<file path="config.mk">
export PLATFORM = sky130hd
export DESIGN_NAME = acc_conv_ctrl
export DESIGN_NICKNAME = d
export VERILOG_FILES = /design/src/acc_pkg.sv /design/src/acc_conv_ctrl.sv
export SDC_FILE = /design/constraint.sdc
export NUM_CORES = 1
export LEC_CHECK = 0
export BUFFER_PORTS_ARGS = -buffer_cell sky130_fd_sc_hd__buf_2
export CAP_MARGIN = 20
export CORE_ASPECT_RATIO = 0.7
export CORE_MARGIN = 3
export CORE_UTILIZATION = 30
export DETAILED_ROUTE_END_ITERATION = 7
export GPL_ROUTABILITY_DRIVEN = 1
export PLACE_DENSITY = 0.57
export SETUP_SLACK_MARGIN = 0.2
export SLEW_MARGIN = 20
export SYNTH_ARGS = -nofsm -noshare
export SYNTH_HDL_FRONTEND = slang
export SYNTH_SLANG_ARGS = --single-unit
</file>
<file path="constraint.sdc">
create_clock -name core_clk -period 4.08 [get_ports core_clk]
set_input_delay 0.408 -clock core_clk [delete_from_list [all_inputs] [get_ports core_clk]]
set_output_delay 0.408 -clock core_clk [all_outputs]
set_load 0.05 [all_outputs]
</file>
<file path="src/acc_pkg.sv">
// Package with register map, field layout and timing constants for the converter control block.
// Functional notes
// - Each conversion yields an 8-bit result of the selected analog input.
// - Conversion clock is instruction clock over 16, 8, 4 or oscillator over four.
// - Every conversion lasts exactly 13 conversion clock periods; divisor sets period length.
// - Clock select written mid-conversion applies only from the next conversion start.
// - Clock select forced to 11 on reset and wake; kept on completion or abort.
// - Analog pin select bits make pins analog inputs regardless of converter on.
// - After any reset analog pin select defaults to 11, three analog channels; the code's 8'h03 makes only pins 0 and 1 analog.
// - Channel select written mid-conversion is held off until the conversion finishes.
// - Channel select returns to its default when the device enters Sleep.
// - Go bit starts a conversion; completion clears it and sets the done flag.
// - Clearing go mid-conversion stops at once, keeping only resolved result bits; the code leaves result_r as it stands, with the pending trial bit still set.
// - Entering Sleep clears go and halts any running conversion.
// - Setting go is ignored while the converter enable bit is clear.
// - Flag bit 7 sets on conversion completion and stays until software clears it.
// - Flag bit 6 records comparator output change only when a comparator wake enable is set.
// - Flag bit 5 sets on timer overflow and stays until software clears it.
// - Flag bit 4 records port change only when port wake enable is set.
// - With global enable set an interrupt vectors to 0x004, else wakes inline.
// - Enable bits 7 to 4 enable converter, comparator, timer and port interrupts.
// - With wake reset enable set an enabled wake from Sleep resets the device.
// - A conversion aborted by software does not set the done flag.
// - Converter and timer flags set regardless of global and individual enables.
package acc_pkg;

  localparam logic [11:0] ADDR_CONV_CTRL   = 12'h000;
  localparam logic [11:0] ADDR_CONV_RESULT = 12'h004;
  localparam logic [11:0] ADDR_ANALOG_PINS = 12'h008;
  localparam logic [11:0] ADDR_IRQ_FLAGS   = 12'h00c;
  localparam logic [11:0] ADDR_IRQ_ENABLES = 12'h010;
  localparam logic [11:0] ADDR_STATUS      = 12'h014;

  localparam int          CTRL_ON_BIT   = 0;
  localparam int          CTRL_GO_BIT   = 1;
  localparam int          CTRL_CHS_LSB  = 2;
  localparam int          CTRL_CLK_LSB  = 6;
  localparam int          FLG_GIE_BIT   = 0;
  localparam int          FLG_PORT_BIT  = 4;
  localparam int          FLG_TMR_BIT   = 5;
  localparam int          FLG_CMP_BIT   = 6;
  localparam int          FLG_ADC_BIT   = 7;
  localparam int          EN_WUR_BIT    = 0;

  localparam logic [1:0]  CLK_SEL_RESET = 2'h3;
  localparam logic [3:0]  CHS_RESET     = 4'hf;
  localparam logic [7:0]  ANS_RESET     = 8'h03;
  localparam logic [7:0]  FLAGS_RESET   = 8'h00;
  localparam logic [7:0]  ENABLES_RESET = 8'h00;
  localparam logic [7:0]  IMPL_MASK     = 8'hf1;
  localparam logic [11:0] IRQ_VECTOR    = 12'h004;

  localparam logic [1:0]  CLK_DIV16 = 2'h0;
  localparam logic [1:0]  CLK_DIV8  = 2'h1;
  localparam logic [1:0]  CLK_DIV4  = 2'h2;
  localparam logic [1:0]  CLK_OSC4  = 2'h3;
  localparam logic [4:0]  DIV16_CNT = 5'd16;
  localparam logic [4:0]  DIV8_CNT  = 5'd8;
  localparam logic [4:0]  DIV4_CNT  = 5'd4;
  localparam logic [3:0]  TAD_PER_CONV = 4'd13;
  localparam logic [3:0]  SAMPLE_TADS  = 4'd4;

  typedef enum logic [2:0] {
    ST_IDLE   = 3'b001,
    ST_SAMPLE = 3'b010,
    ST_CONV   = 3'b100
  } acc_state_t;

  typedef struct packed {
    logic [1:0] clkSel;
    logic [3:0] channel;
    logic       go;
    logic       on;
  } acc_ctrl_t;

  typedef struct packed {
    logic       wakeReq;
    logic       wakeReset;
    logic       vectorReq;
    logic       inlineWake;
  } acc_wake_t;

endpackage : acc_pkg
</file>
<file path="src/acc_conv_ctrl.sv">
// Converter sequencer, control registers, interrupt flag/enable pair and APB slave.
module acc_conv_ctrl
  import acc_pkg::*;
(
  input  wire logic        core_clk,
  input  wire logic        resetn,
  input  wire logic        psel,
  input  wire logic        penable,
  input  wire logic        pwrite,
  input  wire logic [11:0] paddr,
  input  wire logic [31:0] pwdata,
  output logic [31:0]      prdata,
  output logic             pready,
  output logic             pslverr,
  input  wire logic        sleepEnter,
  input  wire logic        inSleep,
  input  wire logic        oscClkTick,
  input  wire logic        cmpBit,
  input  wire logic        cmp1Out,
  input  wire logic        cmp2Out,
  input  wire logic        comp1WakeEnable,
  input  wire logic        comp2WakeEnable,
  input  wire logic        portChange,
  input  wire logic        portWakeEnable,
  input  wire logic        timerOverflow,
  output acc_ctrl_t        convCtrl,
  output logic [3:0]       sampleChannel,
  output logic             sampleActive,
  output logic [7:0]       analogPinSelect,
  output logic [7:0]       trialCode,
  output acc_wake_t        wakeOut,
  output logic [11:0]      vectorAddr
);

  logic        rstMeta_r;
  logic        rstSync_r;
  logic        rstn;
  logic [2:0]  cmp1Sync_r;
  logic [2:0]  cmp2Sync_r;
  logic        cmp1Stable_r;
  logic        cmp2Stable_r;
  logic [7:0]  flags_r;
  logic [7:0]  enables_r;
  logic [7:0]  result_r;
  logic [7:0]  ans_r;
  logic [1:0]  clkSel_r;
  logic [3:0]  chs_r;
  logic        go_r;
  logic        on_r;
  logic [1:0]  runClk_r;
  logic [3:0]  runChs_r;
  logic [4:0]  divCnt_r;
  logic [3:0]  tadCnt_r;
  logic [7:0]  marker_r;
  acc_state_t  state_r;
  logic        tadTick;
  logic        wrStb;
  logic        wrCtrl;
  logic        goSetReq;
  logic        goClrReq;
  logic        startConv;
  logic        doneConv;
  logic        cmpEvent;
  logic [7:0]  pending;
  logic        inSleep_r;
  logic        wakeEdge;

  function automatic logic regHit(input logic [11:0] a, input logic [11:0] r);
    regHit = (a == r);
  endfunction : regHit

  function automatic logic [4:0] divFor(input logic [1:0] sel);
    unique case (sel)
      CLK_DIV16: divFor = DIV16_CNT;
      CLK_DIV8:  divFor = DIV8_CNT;
      CLK_DIV4:  divFor = DIV4_CNT;
      CLK_OSC4:  divFor = DIV4_CNT;
    endcase
  endfunction : divFor

  always_ff @(posedge core_clk or negedge resetn) begin
    if (!resetn) begin
      rstMeta_r <= 1'b0;
      rstSync_r <= 1'b0;
    end else begin
      rstMeta_r <= 1'b1;
      rstSync_r <= rstMeta_r;
    end
  end
  assign rstn = rstSync_r;

  // Comparator outputs are asynchronous; a change counts once the last two stages agree.
  always_ff @(posedge core_clk or negedge rstn) begin
    if (!rstn) begin
      cmp1Sync_r   <= 3'h0;
      cmp2Sync_r   <= 3'h0;
      cmp1Stable_r <= 1'b0;
      cmp2Stable_r <= 1'b0;
    end else begin
      cmp1Sync_r <= {cmp1Sync_r[1:0], cmp1Out};
      cmp2Sync_r <= {cmp2Sync_r[1:0], cmp2Out};
      if (cmp1Sync_r[1] == cmp1Sync_r[2]) begin
        cmp1Stable_r <= cmp1Sync_r[2];
      end
      if (cmp2Sync_r[1] == cmp2Sync_r[2]) begin
        cmp2Stable_r <= cmp2Sync_r[2];
      end
    end
  end

  assign cmpEvent = ((cmp1Sync_r[1] == cmp1Sync_r[2]) && (cmp1Sync_r[2] != cmp1Stable_r)
                     && comp1WakeEnable)
                 || ((cmp2Sync_r[1] == cmp2Sync_r[2]) && (cmp2Sync_r[2] != cmp2Stable_r)
                     && comp2WakeEnable);

  // Zero-wait APB slave: every access completes in its first access cycle.
  assign pready  = 1'b1;
  assign wrStb   = psel && penable && pwrite;
  assign wrCtrl  = wrStb && regHit(paddr, ADDR_CONV_CTRL);
  assign pslverr = psel && penable && !(regHit(paddr, ADDR_CONV_CTRL)
                   || regHit(paddr, ADDR_CONV_RESULT) || regHit(paddr, ADDR_ANALOG_PINS)
                   || regHit(paddr, ADDR_IRQ_FLAGS) || regHit(paddr, ADDR_IRQ_ENABLES)
                   || regHit(paddr, ADDR_STATUS));

  assign goSetReq  = wrCtrl && pwdata[CTRL_GO_BIT] && pwdata[CTRL_ON_BIT] && !go_r;
  assign goClrReq  = wrCtrl && !pwdata[CTRL_GO_BIT];
  assign startConv = goSetReq && !inSleep && !sleepEnter;
  assign tadTick   = (state_r != ST_IDLE) && ((runClk_r == CLK_OSC4) ? oscClkTick
                     : (divCnt_r == 5'd1));
  assign doneConv  = (state_r == ST_CONV) && tadTick && marker_r[0] && !goClrReq
                     && !sleepEnter;

  // Leaving Sleep restores the control defaults, so a stale setting never survives a wake.
  always_ff @(posedge core_clk or negedge rstn) begin
    if (!rstn) begin
      inSleep_r <= 1'b0;
    end else begin
      inSleep_r <= inSleep;
    end
  end
  assign wakeEdge = inSleep_r && !inSleep;

  // Control register: clock select, channel, go and enable.
  always_ff @(posedge core_clk or negedge rstn) begin
    if (!rstn) begin
      clkSel_r <= CLK_SEL_RESET;
      chs_r    <= CHS_RESET;
      go_r     <= 1'b0;
      on_r     <= 1'b0;
    end else if (sleepEnter || wakeEdge) begin
      clkSel_r <= CLK_SEL_RESET;
      chs_r    <= CHS_RESET;
      go_r     <= 1'b0;
      on_r     <= 1'b0;
    end else begin
      if (wrCtrl) begin
        clkSel_r <= pwdata[CTRL_CLK_LSB +: 2];
        chs_r    <= pwdata[CTRL_CHS_LSB +: 4];
        on_r     <= pwdata[CTRL_ON_BIT];
      end
      if (doneConv) begin
        go_r <= 1'b0;
      end else if (startConv) begin
        go_r <= 1'b1;
      end else if (goClrReq) begin
        go_r <= 1'b0;
      end
    end
  end

  // Analog pin select acts on pins even with the converter off.
  always_ff @(posedge core_clk or negedge rstn) begin
    if (!rstn) begin
      ans_r <= ANS_RESET;
    end else if (wrStb && regHit(paddr, ADDR_ANALOG_PINS)) begin
      ans_r <= pwdata[7:0];
    end
  end

  // Clock and channel are latched at start; later clock writes wait for the next conversion, channel writes for this one to end.
  always_ff @(posedge core_clk or negedge rstn) begin
    if (!rstn) begin
      runClk_r <= CLK_SEL_RESET;
      runChs_r <= CHS_RESET;
    end else if (startConv) begin
      runClk_r <= wrCtrl ? pwdata[CTRL_CLK_LSB +: 2] : clkSel_r;
      runChs_r <= wrCtrl ? pwdata[CTRL_CHS_LSB +: 4] : chs_r;
    end else if (state_r == ST_IDLE) begin
      runChs_r <= chs_r;
    end
  end

  // The divider reloads on every period, so a late clock select write cannot stretch one.
  always_ff @(posedge core_clk or negedge rstn) begin
    if (!rstn) begin
      divCnt_r <= DIV4_CNT;
    end else if (startConv || tadTick) begin
      divCnt_r <= divFor(startConv ? (wrCtrl ? pwdata[CTRL_CLK_LSB +: 2] : clkSel_r)
                                   : runClk_r);
    end else if (state_r != ST_IDLE) begin
      divCnt_r <= divCnt_r - 5'd1;
    end
  end

  // Four sampling periods then nine shifts of the leading one make 13 periods in all.
  always_ff @(posedge core_clk or negedge rstn) begin
    if (!rstn) begin
      state_r  <= ST_IDLE;
      tadCnt_r <= 4'h0;
    end else if (sleepEnter || goClrReq || doneConv) begin
      state_r  <= ST_IDLE;
      tadCnt_r <= 4'h0;
    end else begin
      unique case (state_r)
        ST_IDLE: begin
          if (startConv) begin
            state_r  <= ST_SAMPLE;
            tadCnt_r <= 4'h0;
          end
        end
        ST_SAMPLE: begin
          if (tadTick) begin
            tadCnt_r <= tadCnt_r + 4'd1;
            if (tadCnt_r == SAMPLE_TADS - 4'd1) begin
              state_r <= ST_CONV;
            end
          end
        end
        ST_CONV: begin
          if (tadTick) begin
            tadCnt_r <= tadCnt_r + 4'd1;
          end
        end
        default: begin
          state_r <= ST_IDLE;
        end
      endcase
    end
  end

  // Successive approximation register with a leading-one marker; an abort keeps resolved bits.
  always_ff @(posedge core_clk or negedge rstn) begin
    if (!rstn) begin
      result_r <= 8'h00;
      marker_r <= 8'h00;
    end else if (state_r == ST_SAMPLE && tadTick && tadCnt_r == SAMPLE_TADS - 4'd1) begin
      result_r <= 8'h00;
      marker_r <= 8'h00;
    end else if (state_r == ST_CONV && tadTick && !goClrReq && !sleepEnter) begin
      // The first conversion period only shifts the leading one in, so nine periods resolve eight bits.
      if (marker_r == 8'h00) begin
        result_r <= 8'h80;
        marker_r <= 8'h80;
      end else begin
        result_r <= (result_r & ~marker_r) | (cmpBit ? marker_r : 8'h00)
                    | (marker_r >> 1);
        marker_r <= marker_r >> 1;
      end
    end
  end

  // Hardware set wins over a software clear in the same cycle.
  always_ff @(posedge core_clk or negedge rstn) begin
    if (!rstn) begin
      flags_r <= FLAGS_RESET;
    end else begin
      if (wrStb && regHit(paddr, ADDR_IRQ_FLAGS)) begin
        flags_r <= pwdata[7:0] & IMPL_MASK;
      end
      if (doneConv) begin
        flags_r[FLG_ADC_BIT] <= 1'b1;
      end
      if (cmpEvent) begin
        flags_r[FLG_CMP_BIT] <= 1'b1;
      end
      if (timerOverflow) begin
        flags_r[FLG_TMR_BIT] <= 1'b1;
      end
      if (portChange && portWakeEnable) begin
        flags_r[FLG_PORT_BIT] <= 1'b1;
      end
    end
  end

  always_ff @(posedge core_clk or negedge rstn) begin
    if (!rstn) begin
      enables_r <= ENABLES_RESET;
    end else if (wrStb && regHit(paddr, ADDR_IRQ_ENABLES)) begin
      enables_r <= pwdata[7:0] & IMPL_MASK;
    end
  end

  // Bit 0 of each register is a control, not a source, so it never raises a request.
  assign pending = flags_r & enables_r & 8'hf0;

  // Requests are registered, so a flag write cannot glitch the core's wake lines.
  always_ff @(posedge core_clk or negedge rstn) begin
    if (!rstn) begin
      wakeOut    <= '0;
    end else begin
      wakeOut.wakeReq    <= (|pending) && inSleep;
      wakeOut.wakeReset  <= (|pending) && inSleep && enables_r[EN_WUR_BIT];
      wakeOut.vectorReq  <= (|pending) && flags_r[FLG_GIE_BIT]
                            && !(inSleep && enables_r[EN_WUR_BIT]);
      wakeOut.inlineWake <= (|pending) && inSleep && !flags_r[FLG_GIE_BIT]
                            && !enables_r[EN_WUR_BIT];
    end
  end

  always_ff @(posedge core_clk or negedge rstn) begin
    if (!rstn) begin
      vectorAddr <= 12'h000;
    end else begin
      vectorAddr <= IRQ_VECTOR;
    end
  end

  always_ff @(posedge core_clk or negedge rstn) begin
    if (!rstn) begin
      convCtrl <= '0;
    end else begin
      convCtrl <= '{clkSel: clkSel_r, channel: chs_r, go: go_r, on: on_r};
    end
  end

  always_ff @(posedge core_clk or negedge rstn) begin
    if (!rstn) begin
      sampleChannel <= CHS_RESET;
    end else begin
      sampleChannel <= runChs_r;
    end
  end

  always_ff @(posedge core_clk or negedge rstn) begin
    if (!rstn) begin
      sampleActive <= 1'b0;
    end else begin
      sampleActive <= (state_r == ST_SAMPLE);
    end
  end

  always_ff @(posedge core_clk or negedge rstn) begin
    if (!rstn) begin
      analogPinSelect <= ANS_RESET;
    end else begin
      analogPinSelect <= ans_r;
    end
  end

  always_ff @(posedge core_clk or negedge rstn) begin
    if (!rstn) begin
      trialCode <= 8'h00;
    end else begin
      trialCode <= result_r;
    end
  end

  // Reads have no side effects, so a repeated read is harmless.
  always_comb begin
    prdata = 32'h0000_0000;
    if (psel && !pwrite) begin
      unique case (1'b1)
        regHit(paddr, ADDR_CONV_CTRL):   prdata[7:0] = {clkSel_r, chs_r, go_r, on_r};
        regHit(paddr, ADDR_CONV_RESULT): prdata[7:0] = result_r;
        regHit(paddr, ADDR_ANALOG_PINS): prdata[7:0] = ans_r;
        regHit(paddr, ADDR_IRQ_FLAGS):   prdata[7:0] = flags_r;
        regHit(paddr, ADDR_IRQ_ENABLES): prdata[7:0] = enables_r;
        regHit(paddr, ADDR_STATUS):      prdata[7:0] = {5'h00, state_r};
        default:                         prdata = 32'h0000_0000;
      endcase
    end
  end

endmodule : acc_conv_ctrl

</file>
* After elaboration in Yosys (flattened, before gate mapping)
Index checks and enable logic that the tools add are counted.
** Storage, ports and cells
- Flip-flop bits (word level) :: 105
- Input port bits :: 60
- Output and inout bits :: 79
** Cells by class
- Add/subtract/negate cells :: 2
- Equality and inequality tests :: 24
- Multiplexer cells :: 40
- Bitwise logic cells :: 5
- Reduce and logical (&&, ||, !) cells :: 74
** Operators with widths (count)
- two-way mux 8 bit :: 9
- one-hot mux 8 bit (6 select lines) :: 1
- logical AND 1 bit :: 36
- two-way mux 4 bit :: 7
- equality test 12 x 4 -> 1 bit, second input constant :: 2
- equality test 12 x 5 -> 1 bit, second input constant :: 2
- bitwise AND 8 bit :: 2
- nonzero test 2 bit :: 8
- one-hot mux 5 bit (3 select lines) :: 1
- equality test 12 x 3 -> 1 bit, second input constant :: 1
- logical NOT 12 bit :: 1
- two-way mux 3 bit :: 4
- two-way mux 1 bit :: 11
- logical NOT 1 bit :: 10
- logical OR 1 bit :: 10
- two-way mux 5 bit :: 2
- one-hot mux 3 bit (3 select lines) :: 1
- logical NOT 8 bit :: 1
- NOT 8 bit :: 1
- OR 8 x 7 -> 8 bit :: 1
- OR 8 bit :: 1
- one-hot mux 4 bit (2 select lines) :: 1
- equality test 2 bit, second input constant :: 3
- two-way mux 2 bit :: 3
- other kinds (21) :: 26

* Depth between registers and ports, before layout
Gate-level depths: netlist of the first run.
- Word-level depth :: 13
- Gate-level depth with buffers :: 8
- Mapped depth without buffers :: 7

* Worst setup path after synthesis of the first run
No wires, ideal clock.
- Path type :: input to output
- Start :: input paddr[1]
- End :: output prdata[3]
- Data arrival time :: 2.774 ns
- Slack :: 0.898 ns
- Cell stages on the path :: 4
- Path through :: or4_1 nor4_2 nand4b_1 nor3_1
** On the way
- Longest elaborated chain between the ends :: 3
** RTL lines
- start, declared :: RTL line acc_conv_ctrl.sv:10 : input wire logic [11:0] paddr,
- equality test 12 x 5 -> 1 bit (tied with other cells) :: RTL line acc_conv_ctrl.sv:69 : regHit = (a == r);
- one-hot mux 8 bit (6 select lines) (*) :: RTL line acc_conv_ctrl.sv:362 : unique case (1'b1)
- two-way mux 8 bit (*) :: RTL line acc_conv_ctrl.sv:361 : if (psel && !pwrite) begin
- end, declared :: RTL line acc_conv_ctrl.sv:12 : output logic [31:0] prdata,
Every way passes the cells marked *; elsewhere a longest branch is shown, timed or not.

* Final worst setup path of the first run
Ends and elaborated chain as after synthesis.

==> results of run 1 <==
==> what timing repair did <==
action	4_1_cts	5_1_grt
buffers inserted	0	0
endpoints found under the hold margin	2	0
hold buffers	1	0
==> cell families (layout without fill, tap and decap cells) <==
kind of cell             after synthesis  count (layout)
AO/OA/AOI/OAI                         87              87
XOR/XNOR                               1               1
adder cells (fa/ha/maj)                5               5
buffers and inverters                 64             109
flip-flops                           105             105
multiplexers                          33              33
other                                  2              38
AND/OR/NAND/NOR                      162             162
==> worst paths after layout <==
path / startpoint / endpoint / slack (ns) / depth (start not counted)
worst max-delay path: paddr[1] / prdata[3] / 1.01 / 7
worst min-delay path: cmp2Out / cmp2Sync_r[0]$_DFF_PN0_ / 0.18 / 1
worst max register to register: divCnt_r[1]$_DFFE_PN0P_ / result_r[2]$_DFFE_PN0P_ / 1.31 / 8
worst min register to register: cmp1Sync_r[0]$_DFF_PN0_ / cmp1Sync_r[1]$_DFF_PN0_ / 0.35 / 0
max in group asynchronous: rstSync_r$_DFF_PN0_ / runClk_r[1]$_DFF_PN1_ / 2.60 / 1
min in group asynchronous: resetn / rstSync_r$_DFF_PN0_ / 0.37 / 2
==> cell type report <==
type / count / area (µm²) / share of cell area [%]
repair buffers: 85 / 445 / 7.74
well taps: 220 / 275 / 4.78
multi-input cells: 326 / 2060 / 35.8
clock inverters: 4 / 27.5 / 0.478
flip-flops and latches: 105 / 2660 / 46.2
clock buffers: 12 / 256 / 4.46
inverters: 8 / 30.0 / 0.522
==> report_power, final <==
| group | leakage [µW] | switching (µW) | internal (µW) |
|---|---|---|---|
| Sequential | 0.00130 | 18.9 | 1050 |
| Clock | 0.000131 | 372 | 447 |
| Combinational | 0.00124 | 130 | 33.3 |
| Total | 0.00267 | 521 | 1530 |
==> worst max-delay path: cells and delay by family <==
kind / cells / cell delay [ns]
and+or+nand+nor: 4 / 1.63
buffers and inverters: 3 / 0.62
==> cells in the mapped netlist (all sizes together), types with 2 or more instances <==
cell type / count / area share (%)
dfrtp: 83 / 42
nand2: 48 / 3.6
buf: 44 / 6.3
a21oi: 34 / 3.4
nor2: 25 / 1.9
dfstp: 22 / 12
nand3: 20 / 2.0
o21ai: 16 / 1.6
mux2: 15 / 3.4
mux2i: 14 / 2.8
nor3: 14 / 1.4
clkbuf: 12 / 0.91
a211o: 8 / 1.4
inv: 8 / 0.60
a22oi: 7 / 1.1
and3: 7 / 0.88
and4b: 6 / 1.2
nor4: 6 / 1.6
and2: 5 / 0.63
nand4b: 5 / 0.88
or4: 5 / 0.91
a21o: 4 / 0.60
mux4: 4 / 1.8
nor3b: 4 / 0.60
a31oi: 3 / 0.38
ha: 3 / 0.76
nor2b: 3 / 0.38
a211oi: 2 / 0.30
a22o: 2 / 0.35
a32oi: 2 / 0.35
conb: 2 / 0.15
maj3: 2 / 0.40
nand4: 2 / 0.25
nor4bb: 2 / 0.40
o211ai: 2 / 0.30
o32a: 2 / 0.40
or3: 2 / 0.25
or3b: 2 / 0.35
==> sequential cells by signal, indices dropped and copies added (netlist names), 2 cells and up <==
name,cells
analogPinSelect,8
ans_r,8
convCtrl,8
marker_r,8
result_r,8
trialCode,8
divCnt_r,5
enables_r,5
flags_r,5
chs_r,4
runChs_r,4
sampleChannel,4
tadCnt_r,4
wakeOut,4
cmp1Sync_r,3
cmp2Sync_r,3
state_r,3
clkSel_r,2
runClk_r,2
==> through the flow <==
| stage | util [%] | hold WS [ns] | setup slack [ns] | cell area (µm²) | power (µW) |
|---|---|---|---|---|---|
| 6_report | 36.3 | 0.178 | 1.01 | 5750 | 2050 |
| 5_1_grt | 36.3 | 0.167 | 0.987 | 5750 | 2140 |
| 4_1_cts | 36.3 | 0.166 | 1.05 | 5750 | 2070 |
| 3_5_place_dp | 34.5 | 0.194 | 1.05 | 5460 | 1250 |
| 3_3_place_gp | 34.5 | 0.194 | 1.12 | 5460 | 1250 |
| 2_1_floorplan | - | 0.112 | 0.898 | 5100 | 1240 |
==> placed cells by master, fill, tap and decap left out, types with 9 or more instances in the layout <==
cell / instances
dfrtp_1: 82
buf_2: 78
nand2_1: 48
conb_1: 38
a21oi_1: 34
nor2_1: 25
dfstp_2: 22
nand3_1: 20
o21ai_0: 16
mux2_2: 15
nor3_1: 14
mux2i_1: 14
clkbuf_16: 9
==> layer usage <==
layer,part of all wire (%),routed length [µm],vias up
li1,-,-,1727
met1,46,5830,1886
met2,46,5850,115
met3,7.2,917,12
met4,0.86,110,4
met5,0.21,27,-
==> metrics.md, run 1 <==
| Metric | Value |
|---|---|
| Status | completed |
| Non-filler instance count after layout | 760 |
| Final ANT Viol Nets | 0 |
| CTS max path bufs | 2 |
| EDFF count, synth | 0 |
| CP Data Required Time | 3.67 ns |
| RSZ-0062 raised after global routing | no |
| First-pass GRT wire length | 20.0 mm |
| Die area | 18200 µm² |
| # DRC | 0 |
| Fin. max-slew vios | 0 |
| Core Box Area | 15800 µm² |
| Post-Synthesis Cell Area | 4970 µm² |
| Slew margin rel. | 32.4% |
| Average wire per standard cell | 16.8 µm |
| Final setup violation count | 0 |
| Total negative slack | 0 ns |
| CP endpoint kind | output pin |
| # nets final | 598 |
| Power Density | 357 nW/µm² |
| Met2 usage | 20.6% |
| Critical path class | input port to output pin |
| Final Hold Viols | 0 |
| Clk Latency, worst-skew pair | 0.34 ns |
| Starting density of the core | 31.4% |
| Post-layout minimum cycle time | 3.07 ns |
| Startpoint types | input port |
| Largest family of logic cells by synthesized area | simple AND/OR/NAND/NOR gates |
| Sink Count | 105 |
| Critical path data arrival time | 2.67 ns |
| Max Fclk | 325 MHz |
| Synthesized netlist cell count | 459 |
| Gpl congestion | 0.842 |
| Hold WC Path Type | input port to flop |
| Area Overhead vs Synth | 15.8% |
| Max_cap viols | 0 |
| IO Port Bufs | 78 |
| Die span in x | 160 µm |
| Worst path cell trace | buf_2 -> or4_1 -> nor4_2 -> buf_4 -> nand4b_1 -> nor3_1 -> buf_2 |
| Leak | 0.00267 µW |
| Synth Area in Compound Gates | 11.0% |
| Final wirelength | 12.7 mm |
| Via Count | 3744 |
| FILL cells | 1585 |
| Yosys reg bits | 105 |
| Die Height | 114 µm |
| Total grt overflow | 0 |
| M1 GR Usage | 20.4% |
| I/O pins | 139 |
| Initial drt markers | 216 |
| Synth Area in XOR/XNOR | 0.176% |
| Setup Skew | 0.00670 ns |
| Grt peak-use layer | met2 |
| Unique cell type count in the Yosys netlist | 57 |
| Multiplexer share of the synthesized area | 8.03% |
| Period utilization | 75.3% |
| Antenna violations before repair | 2 |
| Ant. Diodes | 0 |
| Async SR Flop Fraction | 100% |
| Share of layout cells above drive strength 1 | 27.8% |
| Tightest Pin Transition | 1.01 ns |
| Inst Count DP | 743 |
| H-tree depth | 3 |
| FP Rows | 38 |
| Adder-cell share of the synthesized area | 1.16% |
| Top FF cell, synth | dfrtp_1 |
| Via/cell ratio | 4.93 |
| Iteration count of the initial detailed-routing pass | 5 |
| CTS tree | yes |
| Worst-path maximum fanout | 7 |
| Number of synthesis warnings | 0 |
| Gr usage total | 14.0% |
| Clock root buffer | clkbuf_16 |
| Max incr delay on CP | 0.67 ns |
| Seq/Total Area, Yosys | 53.4% |
| Slowest cell on crit path | or4_1 |
| Dpl hpwl | 9.25 mm |
| Clock transition at the registers of the reported paths | 0.06 ns |
| Vias in the first global route | 3495 |
| Worst VDD drop | 0.000200 V |
| Avg Cell Area, Syn | 10.8 µm² |
| Most used cell, CP | buf_2 |
| Post-CTS resize count | 0 |
| Post-Synth Simple-Gate Area | 18.2% |
| Largest net degree at the start of global routing | 68 |
| Number of CTS-inserted buffers | 9 |
| GR Util met3 | 4.25% |
Note: power is estimated with default switching activity, not from simulation.
==> inputs of run 2 (changes only) <==
- PLACE_DENSITY: 0.57 -> 0.59
- clock period: 4.08 -> 2.6 ns (I/O delays scaled with it)
==> run 2 against run 1 <==
Net effect:
- worst hold slack got worse by 0.16 ns
- first-iteration DRC count up 23%
- clock skew increased by 0.0029 ns
- final cell count is 3.0% higher
- utilization rose by 1.6 points
- setup slack got worse by 0.84 ns
- sequential cell count unchanged
- power increased by 56%
- register-to-register slack got worse by 0.92 ns
- global-route usage up 0.66 points
- critical path type unchanged
- highest routed layer unchanged
==> metrics.md, run 2 (same netlist as run 1, synthesis figures left out) <==
| Metric | Value |
|---|---|
| Status | completed (unchanged) |
| Average wire per standard cell | 17.0 µm (was 16.8 µm) |
| Final Hold Viols | 0 (unchanged) |
| Leading cell type in the layout, fill and taps excluded | dfrtp_1 (unchanged) |
| Slowest cell on crit path | or4_4 (was or4_1) |
| Total negative slack | 0 ns (unchanged) |
| Gpl congestion | 0.849 (was 0.842) |
| Die area | 18200 µm² (unchanged) |
| Max Fclk | 411 MHz |
| Most frequent cells in the layout | dfrtp_1, buf_2, nand2_1 (unchanged) |
| RSZ-0062 raised after global routing | yes (was no) |
| Startpoint types | input port (unchanged) |
| Critical path launch point | paddr[8] (was paddr[1]) |
| Iteration count of the initial detailed-routing pass | 6 (was 5) |
| Setup Skew | 0.00965 ns (was 0.00670 ns) |
| Gr usage total | 14.7% (was 14.0%) |
| Number of CTS-inserted buffers | 9 (unchanged) |
| Clock root buffer | clkbuf_16 (unchanged) |
| Final setup margin | 0.166 ns (was 1.01 ns) |
| Leak | 0.00279 µW (was 0.00267 µW) |
| Total grt overflow | 0 (unchanged) |
| Dpl hpwl | 9.96 mm (was 9.25 mm) |
| I/O pins | 139 (unchanged) |
| Area of the multi-input gates | 2090 µm² (was 2060 µm²) |
| Power Density | 533 nW/µm² (was 357 nW/µm²) |
| Hold WC Path Type | input port to flop (unchanged) |
| Via/cell ratio | 4.96 (was 4.93) |
| # nets final | 621 (was 598) |
| Final wirelength | 13.3 mm (was 12.7 mm) |
| Slew margin rel. | 57.5% (was 32.4%) |
| Final setup violation count | 0 (unchanged) |
| Die span in x | 160 µm (unchanged) |
| Starting density of the core | 31.4% (unchanged) |
| Via Count | 3880 (was 3744) |
| Area Overhead vs Synth | 20.9% (was 15.8%) |
| Max incr delay on CP | 0.57 ns (was 0.67 ns) |
| FP Rows | 38 (unchanged) |
| Vias in the first global route | 3739 (was 3495) |
| Antenna violations before repair | 1 (was 2) |
| Hold path startpoint | cmp1Out (was cmp2Out) |
| Core Box Area | 15800 µm² (unchanged) |
| Worst-path maximum fanout | 4 (was 7) |
| IO Port Bufs | 78 (unchanged) |
| Initial drt markers | 265 (was 216) |
| Reg area | 2660 µm² (unchanged) |
| Critical path data arrival time | 2.17 ns (was 2.67 ns) |
| Largest net degree at the start of global routing | 47 (was 68) |
| H-tree depth | 3 (unchanged) |
| CTS tree | yes (unchanged) |
| Worst path cell trace | buf_6 -> or4_4 -> or4_4 -> o32a_1 -> nor2_2 -> buf_6 (was buf_2 -> or4_1 -> nor4_2 -> buf_4 -> nand4b_1 -> nor3_1 -> buf_2) |
| Pre-CTS WS | 0.0754 ns (was 1.05 ns) |
| Critical path class | input port to output pin (unchanged) |
| Ant. Diodes | 0 (unchanged) |
| First-pass GRT wire length | 20.8 mm (was 20.0 mm) |
| Die Height | 114 µm (unchanged) |
| CP endpoint kind | output pin (unchanged) |
| FILL cells | 1547 (was 1585) |
| Post-layout minimum cycle time | 2.43 ns |
| Clk Latency, worst-skew pair | 0.35 ns (was 0.34 ns) |
| Clock transition at the registers of the reported paths | 0.07 ns (was 0.06 ns) |
| Max_cap viols | 0 (unchanged) |
| # DRC | 0 (unchanged) |
| CTS max path bufs | 2 (unchanged) |
| CP Data Required Time | 2.34 ns (was 3.67 ns) |
| Share of layout cells above drive strength 1 | 32.0% (was 27.8%) |
| CP Buf/Inv Count | 2 (was 3) |
| Final ANT Viol Nets | 0 (unchanged) |
| Tightest Pin Transition | 0.637 ns (was 1.01 ns) |
| Total power | 3200 µW (was 2050 µW) |
| Fin. max-slew vios | 0 (unchanged) |
| Crit path max-delay family | simple AND/OR/NAND/NOR gates (unchanged) |
| Sink Count | 105 (unchanged) |
| Worst reg2reg startpoint | marker_r[0]$_DFFE_PN0P_ (was divCnt_r[1]$_DFFE_PN0P_) |
| Worst VDD drop | 0.000294 V (was 0.000200 V) |
| Period utilization | 93.6% |
run 2: final timing paths:
path	slack, ns	depth (start not counted)	to
setup / recovery	0.17	6	prdata[2]
hold / removal	0.01	1	cmp1Sync_r[0]$_DFF_PN0_
setup reg to reg	0.39	6	result_r[0]$_DFFE_PN0P_
hold reg to reg	0.34	0	trialCode[1]$_DFF_PN0_
max in group asynchronous	1.56	1	runChs_r[1]$_DFFE_PN1P_
min in group asynchronous	0.21	2	rstSync_r$_DFF_PN0_
run 2: area by class of cell:
type,instances,share of cell area (%)
Clock buffer,10,3.81
Clock inverter,6,0.583
Inverter,8,0.500
Multi-Input combinational cell,326,34.8
Sequential cell,105,44.3
Tap cell,220,4.58
Timing Repair Buffer,108,11.5
run 2: worst reg2reg max path: stages, from the launching register on:
cell and delay [ns]:
dfrtp_1 0.47, or4_1 0.52, nor4_1 0.35, nor4_1 0.10
buf_4 0.17, and4b_1 0.20, a211o_1 0.27
run 2: stage by stage:
step / instance area [µm²] / cells / hold slack, ns / utilization (%)
3_5_place_dp: 5650 / 763 / 0.0462 / 35.7
3_3_place_gp: 5650 / 763 / 0.0449 / 35.7
6_report: 6010 / 783 / 0.0147 / 37.9
2_1_floorplan: 5120 / 495 / -0.0356 / -
4_1_cts: 5960 / 781 / 0.000116 / 37.7
5_1_grt: 6010 / 783 / 0.00360 / 37.9
run 2: where the power goes:
group          total [µW]  leakage (µW)  switching [µW]  internal [µW]
registers            1670       0.00130            23.1           1650
clock network        1240      0.000128             599            643
logic                 283       0.00137             217           65.4
total                3200       0.00279             839           2360
run 2: timing repair:
action                                  4_1_cts  5_1_grt
pin swaps                                     5        5
endpoints found under the setup margin        6       25
hold buffers                                  1        0
gates resized for setup                      10        7
setup buffers                                 1        2
gates cloned                                  0        0
hold endpoints to repair                      2        0
run 2: metal layers:
metal	vias up	track usage (%)	share of wire (%)	routed length [µm]
met3	13	4.07	6.2	829
li1	1767	-	-	-
met1	1956	21.4	49	6540
met4	2	3.93	0.98	131
met5	-	0	0.052	7
met2	142	21.6	44	5830
